### config.mk
export PLATFORM = sky130hd
export DESIGN_NAME = sleep_power_manager
export DESIGN_NICKNAME = d
export VERILOG_FILES = /design/src/hw/sleep_power_pkg.sv /design/src/hw/sleep_power_manager.sv
export SDC_FILE = /design/constraint.sdc
export NUM_CORES = 1
export LEC_CHECK = 0
export ABC_AREA = 1
export ABC_CLOCK_PERIOD_IN_PS = 2600
export BUFFER_PORTS_ARGS = -buffer_cell sky130_fd_sc_hd__buf_2
export CORE_UTILIZATION = 45
export DETAILED_ROUTE_END_ITERATION = 10
export PLACE_DENSITY = 0.75
export SYNTH_ARGS = -nofsm -noshare
export SYNTH_HDL_FRONTEND = slang
export SYNTH_SLANG_ARGS = --single-unit
### constraint.sdc
create_clock -name clk_sys_in -period 2.6 [get_ports clk_sys_in]
set_clock_uncertainty 0.05 [all_clocks]
set_input_delay 0.26 -clock clk_sys_in [delete_from_list [all_inputs] [get_ports clk_sys_in]]
set_output_delay 0.26 -clock clk_sys_in [all_outputs]
set_load 0.03 [all_outputs]
### src/hw/sleep_power_pkg.sv
// Purpose: shared constants and carriers for the sleep and power manager
// Assumes: 250 MHz system clock, 8-bit register port
// Notes: register offsets are local choices
package sleep_power_pkg;
  localparam logic [1:0] ADDR_SLEEP_CTRL = 2'h0;
  localparam logic [1:0] ADDR_CLK_GATE = 2'h1;
  localparam logic [1:0] ADDR_STATUS = 2'h2;
  localparam logic [7:0] SLEEP_CTRL_RESET = 8'h00;
  localparam logic [3:0] CLK_GATE_RESET = 4'h0;
  localparam int BIT_DROP_OFF = 7;
  localparam int BIT_ARM = 5;
  localparam int BIT_KIND_HI = 4;
  localparam int BIT_KIND_LO = 3;
  localparam int BIT_UNLOCK = 2;
  localparam int GATE_TIMER1 = 3;
  localparam int GATE_TIMER0 = 2;
  localparam int GATE_SERIAL = 1;
  localparam int GATE_CONV = 0;
  localparam logic [1:0] KIND_IDLE = 2'h0;
  localparam logic [1:0] KIND_NOISE = 2'h1;
  localparam logic [1:0] KIND_POWER_DOWN = 2'h2;
  localparam logic [1:0] KIND_STANDBY = 2'h3;
  localparam int CLK_MHZ = 250;
  localparam int UNLOCK_WINDOW_CYC = 4;
  localparam int DROP_ACTIVE_DELAY_CYC = 3;
  localparam int DROP_ACTIVE_HOLD_CYC = 3;
  localparam int STANDBY_WAKE_CYC = 6;
  localparam int IRQ_HALT_CYC = 4;
  localparam int DETECT_WAKE_US = 60;
  localparam int DETECT_WAKE_CYC = DETECT_WAKE_US * CLK_MHZ;
  typedef enum logic [2:0] {ST_RUN, ST_SLEEP, ST_WAKE, ST_HALT} pm_state_t;
  typedef struct packed {
    logic cpu;
    logic flash;
    logic io;
    logic conv;
    logic osc;
  } clk_domains_t;
endpackage

### src/hw/sleep_power_manager.sv
// Purpose: sleep mode control, timed detector-off unlock, peripheral clock gates
// Assumes: core pulses sleep_instr_in; wake sources arrive from pins
// Notes: register read data valid one cycle after the read strobe
`timescale 1ns/10ps
module sleep_power_manager #(
  parameter int DETECT_WAKE_CYCLES = sleep_power_pkg::DETECT_WAKE_CYC
) (
  input wire logic clk_sys_in,
  input wire logic rst_b_in,
  input wire logic [1:0] addr_in,
  input wire logic [7:0] wdata_in,
  input wire logic wr_in,
  input wire logic rd_in,
  output logic [7:0] rdata_out,
  input wire logic sleep_instr_in,
  input wire logic wake_in,
  input wire logic wake_irq_in,
  input wire logic crystal_sel_in,
  input wire logic comp_uses_ref_in,
  output logic cpu_clk_en_out,
  output logic flash_clk_en_out,
  output logic io_clk_en_out,
  output logic conv_clk_en_out,
  output logic osc_en_out,
  output logic [3:0] periph_clk_en_out,
  output logic [3:0] periph_access_en_out,
  output logic comp_mux_avail_out,
  output logic comp_en_out,
  output logic input_buf_en_out,
  output logic detector_on_out,
  output logic irq_halt_out,
  output logic core_run_out
);
  // two-stage synchronisers for pin-level inputs
  logic [3:0] sync1;
  logic [3:0] sync2;
  always_ff @(posedge clk_sys_in)
  begin
    if (!rst_b_in)
    begin
      sync1 <= 4'h0;
      sync2 <= 4'h0;
    end
    else
    begin
      sync1 <= {wake_in, wake_irq_in, crystal_sel_in, comp_uses_ref_in};
      sync2 <= sync1;
    end
  end
  logic wake_s;
  logic irq_s;
  logic xtal_s;
  logic cref_s;
  assign {wake_s, irq_s, xtal_s, cref_s} = sync2;

  // register state
  logic arm;
  logic [1:0] kind;
  logic unlock;
  logic drop_req;
  logic [3:0] gate;
  logic [2:0] win_cnt;
  logic [2:0] req_cnt;
  logic drop_active;
  logic [7:0] rdata;
  logic [7:0] next_rdata;
  logic next_arm;
  logic [1:0] next_kind;
  logic next_unlock;
  logic next_drop_req;
  logic [3:0] next_gate;
  logic [2:0] next_win_cnt;
  logic [2:0] next_req_cnt;
  logic next_drop_active;

  // power state
  sleep_power_pkg::pm_state_t state;
  sleep_power_pkg::pm_state_t next_state;
  logic [1:0] sleep_kind;
  logic [1:0] next_sleep_kind;
  logic det_off;
  logic next_det_off;
  logic [31:0] wait_cnt;
  logic [31:0] next_wait_cnt;
  logic irq_wake;
  logic next_irq_wake;

  // register file, unlock window and request timing
  always_comb
  begin
    next_arm = arm;
    next_kind = kind;
    next_unlock = unlock;
    next_drop_req = drop_req;
    next_gate = gate;
    next_win_cnt = (win_cnt != 3'h0) ? win_cnt - 3'h1 : 3'h0;
    next_req_cnt = req_cnt;
    next_drop_active = drop_active;
    next_rdata = 8'h00;
    if (win_cnt == 3'h1)
      next_unlock = 1'b0;
    // request goes active after a delay then self-clears
    if (req_cnt != 3'h0)
    begin
      next_req_cnt = req_cnt - 3'h1;
      if (req_cnt == 3'(sleep_power_pkg::DROP_ACTIVE_HOLD_CYC + 1))
        next_drop_active = 1'b1;
      if (req_cnt == 3'h1)
      begin
        next_drop_active = 1'b0;
        next_drop_req = 1'b0;
      end
    end
    if (wr_in)
    begin
      if (addr_in == sleep_power_pkg::ADDR_SLEEP_CTRL)
      begin
        next_arm = wdata_in[sleep_power_pkg::BIT_ARM];
        next_kind = wdata_in[sleep_power_pkg::BIT_KIND_HI:sleep_power_pkg::BIT_KIND_LO];
        if (wdata_in[sleep_power_pkg::BIT_DROP_OFF] && wdata_in[sleep_power_pkg::BIT_UNLOCK])
        begin
          next_unlock = 1'b1;
          next_win_cnt = 3'(sleep_power_pkg::UNLOCK_WINDOW_CYC);
        end
        else if (wdata_in[sleep_power_pkg::BIT_DROP_OFF] && unlock)
        begin
          next_unlock = 1'b0;
          next_win_cnt = 3'h0;
          next_drop_req = 1'b1;
          next_req_cnt = 3'(sleep_power_pkg::DROP_ACTIVE_DELAY_CYC
                         + sleep_power_pkg::DROP_ACTIVE_HOLD_CYC);
        end
        else if (!wdata_in[sleep_power_pkg::BIT_DROP_OFF] && req_cnt == 3'h0)
        begin
          next_drop_req = 1'b0;
          next_unlock = wdata_in[sleep_power_pkg::BIT_UNLOCK] & 1'b0;
        end
      end
      else if (addr_in == sleep_power_pkg::ADDR_CLK_GATE)
        next_gate = wdata_in[3:0];
    end
    // read mux; status bit 5 shows the clock option strap, which Standby ignores
    if (rd_in)
    begin
      if (addr_in == sleep_power_pkg::ADDR_SLEEP_CTRL)
        next_rdata = {drop_req, 1'b0, arm, kind, unlock, 2'h0};
      else if (addr_in == sleep_power_pkg::ADDR_CLK_GATE)
        next_rdata = {4'h0, gate};
      else if (addr_in == sleep_power_pkg::ADDR_STATUS)
        next_rdata = {2'h0, xtal_s, drop_active, det_off, 3'(state)};
      else
        next_rdata = 8'h00;
    end
  end

  always_ff @(posedge clk_sys_in)
  begin
    if (!rst_b_in)
    begin
      arm <= 1'b0;
      kind <= 2'h0;
      unlock <= 1'b0;
      drop_req <= 1'b0;
      gate <= sleep_power_pkg::CLK_GATE_RESET;
      win_cnt <= 3'h0;
      req_cnt <= 3'h0;
      drop_active <= 1'b0;
      rdata <= 8'h00;
    end
    else
    begin
      arm <= next_arm;
      kind <= next_kind;
      unlock <= next_unlock;
      drop_req <= next_drop_req;
      gate <= next_gate;
      win_cnt <= next_win_cnt;
      req_cnt <= next_req_cnt;
      drop_active <= next_drop_active;
      rdata <= next_rdata;
    end
  end

  // sleep entry, wake timing and detector control
  always_comb
  begin
    next_state = state;
    next_sleep_kind = sleep_kind;
    next_det_off = det_off;
    next_wait_cnt = (wait_cnt != 32'h0) ? wait_cnt - 32'h1 : 32'h0;
    next_irq_wake = irq_wake;
    case (state)
      sleep_power_pkg::ST_RUN:
      begin
        if (sleep_instr_in && arm)
        begin
          next_state = sleep_power_pkg::ST_SLEEP;
          next_sleep_kind = kind;
          next_det_off = drop_active && kind[1];
        end
      end
      sleep_power_pkg::ST_SLEEP:
      begin
        if (wake_s)
        begin
          next_state = sleep_power_pkg::ST_WAKE;
          next_irq_wake = irq_s;
          if (det_off)
            next_wait_cnt = 32'(DETECT_WAKE_CYCLES);
          else
            next_wait_cnt = 32'(sleep_power_pkg::STANDBY_WAKE_CYC);
          next_det_off = 1'b0;
        end
      end
      sleep_power_pkg::ST_WAKE:
      begin
        if (wait_cnt <= 32'h1)
        begin
          if (irq_wake)
          begin
            next_state = sleep_power_pkg::ST_HALT;
            next_wait_cnt = 32'(sleep_power_pkg::IRQ_HALT_CYC);
          end
          else
            next_state = sleep_power_pkg::ST_RUN;
        end
      end
      sleep_power_pkg::ST_HALT:
      begin
        if (wait_cnt <= 32'h1)
        begin
          next_state = sleep_power_pkg::ST_RUN;
          next_irq_wake = 1'b0;
        end
      end
      default:
        next_state = sleep_power_pkg::ST_RUN;
    endcase
  end

  // clock domain enables from the mode in force next cycle
  sleep_power_pkg::clk_domains_t dom;
  always_comb
  begin
    dom = '{cpu: 1'b1, flash: 1'b1, io: 1'b1, conv: 1'b1, osc: 1'b1};
    if (next_state != sleep_power_pkg::ST_RUN)
    begin
      dom.cpu = 1'b0;
      dom.flash = 1'b0;
      if (next_state == sleep_power_pkg::ST_SLEEP)
      begin
        dom.io = (next_sleep_kind == sleep_power_pkg::KIND_IDLE);
        dom.conv = !next_sleep_kind[1];
        dom.osc = (next_sleep_kind != sleep_power_pkg::KIND_POWER_DOWN);
      end
    end
  end

  always_ff @(posedge clk_sys_in)
  begin
    if (!rst_b_in)
    begin
      state <= sleep_power_pkg::ST_RUN;
      sleep_kind <= sleep_power_pkg::KIND_IDLE;
      det_off <= 1'b0;
      wait_cnt <= 32'h0;
      irq_wake <= 1'b0;
      cpu_clk_en_out <= 1'b1;
      flash_clk_en_out <= 1'b1;
      io_clk_en_out <= 1'b1;
      conv_clk_en_out <= 1'b1;
      osc_en_out <= 1'b1;
      periph_clk_en_out <= 4'hF;
      periph_access_en_out <= 4'hF;
      comp_mux_avail_out <= 1'b1;
      comp_en_out <= 1'b1;
      input_buf_en_out <= 1'b1;
      detector_on_out <= 1'b1;
      irq_halt_out <= 1'b0;
      core_run_out <= 1'b1;
    end
    else
    begin
      state <= next_state;
      sleep_kind <= next_sleep_kind;
      det_off <= next_det_off;
      wait_cnt <= next_wait_cnt;
      irq_wake <= next_irq_wake;
      cpu_clk_en_out <= dom.cpu;
      flash_clk_en_out <= dom.flash;
      io_clk_en_out <= dom.io;
      conv_clk_en_out <= dom.conv;
      osc_en_out <= dom.osc;
      periph_clk_en_out <= ~next_gate & {dom.io, dom.io, dom.io, dom.conv};
      periph_access_en_out <= ~next_gate;
      comp_mux_avail_out <= !next_gate[sleep_power_pkg::GATE_CONV];
      comp_en_out <= !(next_state == sleep_power_pkg::ST_SLEEP && next_sleep_kind[1])
                     || cref_s;
      input_buf_en_out <= dom.io || dom.conv;
      detector_on_out <= !next_det_off;
      irq_halt_out <= (next_state == sleep_power_pkg::ST_HALT);
      core_run_out <= (next_state == sleep_power_pkg::ST_RUN);
    end
  end

  // unlock window closes after four cycles
  a_unlock_window: assert property (@(posedge clk_sys_in) disable iff (!rst_b_in)
    $rose(unlock) |-> ##[1:4] !unlock) else $error("unlock window open too long");
  a_drop_active: assert property (@(posedge clk_sys_in) disable iff (!rst_b_in)
    $rose(drop_req) |-> !drop_active ##3 drop_active ##3 !drop_active)
    else $error("request activation timing wrong");
  a_sleep_arm: assert property (@(posedge clk_sys_in) disable iff (!rst_b_in)
    (state == sleep_power_pkg::ST_RUN && sleep_instr_in && !arm) |=> core_run_out)
    else $error("slept without arm bit");
  a_standby_wake: assert property (@(posedge clk_sys_in) disable iff (!rst_b_in)
    (state == sleep_power_pkg::ST_SLEEP && wake_s && !det_off && !irq_s) |-> ##7 core_run_out)
    else $error("standby wake not six cycles");
  a_detector_on: assert property (@(posedge clk_sys_in) disable iff (!rst_b_in)
    (state == sleep_power_pkg::ST_SLEEP && wake_s) |=> detector_on_out)
    else $error("detector not restored on wake");
  a_detector_off: assert property (@(posedge clk_sys_in) disable iff (!rst_b_in)
    (state == sleep_power_pkg::ST_RUN && sleep_instr_in && arm && !drop_active)
    |=> detector_on_out)
    else $error("detector off without active request");
  a_reserved_zero: assert property (@(posedge clk_sys_in) disable iff (!rst_b_in)
    (rd_in && addr_in == sleep_power_pkg::ADDR_CLK_GATE) |=> rdata_out[7:4] == 4'h0)
    else $error("reserved gate bits not zero");
  a_gate_freeze: assert property (@(posedge clk_sys_in) disable iff (!rst_b_in)
    (wr_in && addr_in == sleep_power_pkg::ADDR_CLK_GATE && wdata_in[3])
    |=> !periph_clk_en_out[3] && !periph_access_en_out[3])
    else $error("timer1 not stopped");
  a_power_down: assert property (@(posedge clk_sys_in) disable iff (!rst_b_in)
    (state == sleep_power_pkg::ST_SLEEP && sleep_kind == sleep_power_pkg::KIND_POWER_DOWN
     && !wake_s) |=> !osc_en_out && !io_clk_en_out)
    else $error("power-down clocks running");
  a_standby_osc: assert property (@(posedge clk_sys_in) disable iff (!rst_b_in)
    (state == sleep_power_pkg::ST_SLEEP && sleep_kind == sleep_power_pkg::KIND_STANDBY
     && !wake_s) |=> osc_en_out && !io_clk_en_out && !conv_clk_en_out)
    else $error("standby clocks wrong");
  a_idle_gate: assert property (@(posedge clk_sys_in) disable iff (!rst_b_in)
    (state == sleep_power_pkg::ST_SLEEP && sleep_kind == sleep_power_pkg::KIND_IDLE
     && !wake_s && !wr_in) |=> periph_clk_en_out == ~gate)
    else $error("idle peripheral gating wrong");
  a_irq_halt: assert property (@(posedge clk_sys_in) disable iff (!rst_b_in)
    (state == sleep_power_pkg::ST_WAKE && wait_cnt <= 32'h1 && irq_wake)
    |=> irq_halt_out [*4] ##1 (!irq_halt_out && core_run_out))
    else $error("interrupt halt not four cycles");

  assign rdata_out = rdata;
endmodule

==> results.cfg <==
[routing]
route.detailed.drc = 0
ant_nets = 0
routedWlPerCell_um = 11.51
vias_per_cell = 4.800
num_vias = 3307
drt_wl_total_um = 7928
first_pass_iters = 7
drtIter0Drc = 192

[timing]
fin_crit_ns = 1.962
hold_viol = 0
clock.fmax_mhz = 509.7
fin_crit_sh_pct = 75.46
finalSetupViolCount = 0
tns_ns = 0
drv_slew = 0
rsz0062_at_grt = no

[critical_path]
required_ns = 2.79
crit_path_start = wait_cnt[0]$_SDFF_PN0_
end_kind = flip-flop
r2r_start = wait_cnt[0]$_SDFF_PN0_
crit_path_max_fanout = 6
critPathCapture = wait_cnt[20]$_SDFF_PN0_
cp-start-kind = flip-flop
r2r_cells = 9
critPathArrivalTime_ns = 2.16
rr_endpoint = wait_cnt[20]$_SDFF_PN0_
r2r_setup_slack_ns = 0.64
critPathKind = flip-flop to flip-flop

[global_routing]
gr-total-overflow = 0
grt_max_degree = 28
antenna_found_initial = 0
first_global_vias = 3081
grt.total_usage_pct = 18.77
grt_pass1_wl_um = 13150

[clock_tree]
cts_tree = done
cts_buffers = 9
cts_htree_levels = 3
cts_setup_buffers = 0
cts_root_buffer = clkbuf_8
clkSinkCount = 86
cts_buffer_depth = 2
cts_resized = 0
clkTransAtPathRegs_ns = 0.09
cts_hold_buf = 0
clock_latency_ns = 0.35

[final_layout]
antenna_cells = 0
final_area_sq_mm = 0.004368
area_growth_pct = 12.90
num-fill-cells = 780
drive_gt1_share_pct = 15.07
finish.utilization_pct = 52.89
nets = 608

[synth]
yosys-top-cells-area = dfxtp_1 45%, nand2_1 10%, nor2_1 10%, inv_1 7.0%, xor2_1 5.2%
ys_ff_latch = 86
post-synth-top-count-cell = nand2_1
yosysSeqAreaShare_pct = 44.50
syn_area_sq_mm = 0.003869
yosysTopAreaCell = dfxtp_1
ys_types = 39
syn_avg_cell_area_sq_um = 7.245
syn_inst = 534
netlist_top_cells_count = 108 x nand2_1, 104 x nor2_1, 86 x dfxtp_1
synth-edff-count = 0
async_reset_ff_share_pct = 0
synth_ff_type = dfxtp_1
synth.top_cell.area_share_pct = 44.50
yosys_warnings = 0

[flow_run]
maxCapViolCount = 0

[run_status]
outcome = complete, no violations

[die]
initial_core_util_pct = 46.85
dieArea_sq_mm = 0.008972
die_w_um = 94.72
io_pins = 46
num_rows = 33
coreArea_sq_mm = 0.008258
die_h_um = 94.72

[power_and_ir_drop]
ir_drop_mv = 0.4903
powerDensity_mw_per_mm2 = 1201
leakagePower_nw = 2.146

[hold_path]
holdCritPathClass = input pin to flip-flop

[placed_design]
placed_area_sq_mm = 0.004158
port_buffers = 43
place.gp.congestion = 0.9187
dp_hpwl_um = 5996
worst max-delay path, cell delays in order, from the launching register on:
cell and delay [ns]:
dfxtp_1 0.34, inv_1 0.13, ha_1 0.29, nand2_1 0.14
nor2_2 0.25, nand2_1 0.17, nor2_1 0.20, nand2_1 0.09
xor2_1 0.14, nor2_1 0.06
registers in the layout, indices dropped and copies added, names as in the netlist, 2 cells and up:
register,count
periph_clk_en_out,4
state,3
wait_cnt,32
rdata_out,7
req_cnt,3
win_cnt,3
sync2,4
periph_access_en_out,4
sleep_kind,2
gate,4
kind,2
sync1,4
routing by layer:
metal | part of all wire [%] | track usage [%] | vias to the layer above
met3 | 3.9 | 3.784 | 4
met1 | 46 | 22.75 | 1521
met2 | 49 | 31.59 | 59
li1 | - | - | 1723
met5 | 0 | 0 | -
met4 | 0.61 | 9.091 | 0
layout by cell type (no fill, tap or decap), types with 14 or more instances in the layout:
cell / Yosys / layout
inv_2: 14 / 14
dfxtp_1: 86 / 86
nand3_1: 31 / 31
buf_2: 1 / 43
o21ai_0: 14 / 14
inv_1: 72 / 72
nor2_1: 104 / 104
xor2_1: 23 / 23
nand2_1: 108 / 108
a21oi_1: 15 / 15
cell type report:
cell class	instances	area (sq um)	share of cell area, %
multi-input cells	352	1755	40.19
flip-flops and latches	86	1722	39.42
inverters	87	326.6	7.476
repair buffers	44	222.7	5.099
well taps	105	131.4	3.008
clock buffers	10	127.6	2.922
clock inverters	5	82.58	1.891
how the worst min path moves through the flow:
stage | from | end | slack (ns) | cells after the start
3_3_place_gp | sync1[2]$_SDFF_PN0_ | sync2[2]$_SDFF_PN0_ | 0.34 | 2
4_1_cts | crystal_sel_in | sync1[1]$_SDFF_PN0_ | 0.02 | 3
6_report | crystal_sel_in | sync1[1]$_SDFF_PN0_ | 0.04 | 3
2_1_floorplan | comp_uses_ref_in | sync1[0]$_SDFF_PN0_ | 0.31 | 2
5_1_grt | comp_uses_ref_in | sync1[0]$_SDFF_PN0_ | 0.03 | 3
3_5_place_dp | sync1[3]$_SDFF_PN0_ | sync2[3]$_SDFF_PN0_ | 0.35 | 2
kinds of logic after synthesis:
kind of cell | share of synthesized area [%]
xor+xnor | 5.886
buf+inv | 10.22
other cells | 0.09693
compound gates | 6.533
simple gates | 29.85
fa+ha+maj | 2.911
flops | 44.50
where the power goes:
part | internal, mW | total (mW) | leakage (nW) | switching, mW
combinational | 0.886 | 2.49 | 1.34 | 1.60
sequential | 1.55 | 1.76 | 0.702 | 0.202
clock | 0.540 | 1.00 | 0.107 | 0.465
metrics by stage:
step                      hold slack (ns)  power, mW  setup slack, ns  std cells
final                             0.03575      5.247           0.6381        689
after detailed placement           0.3460      4.259           0.6568        674
after CTS                         0.02319      5.274           0.6243        689
after floorplan                    0.3076      3.804           0.9563        535
after global placement             0.3427      4.183           0.7092        674
after global routing              0.03463      5.688           0.4687        689
(Power assumes the default switching activity.)
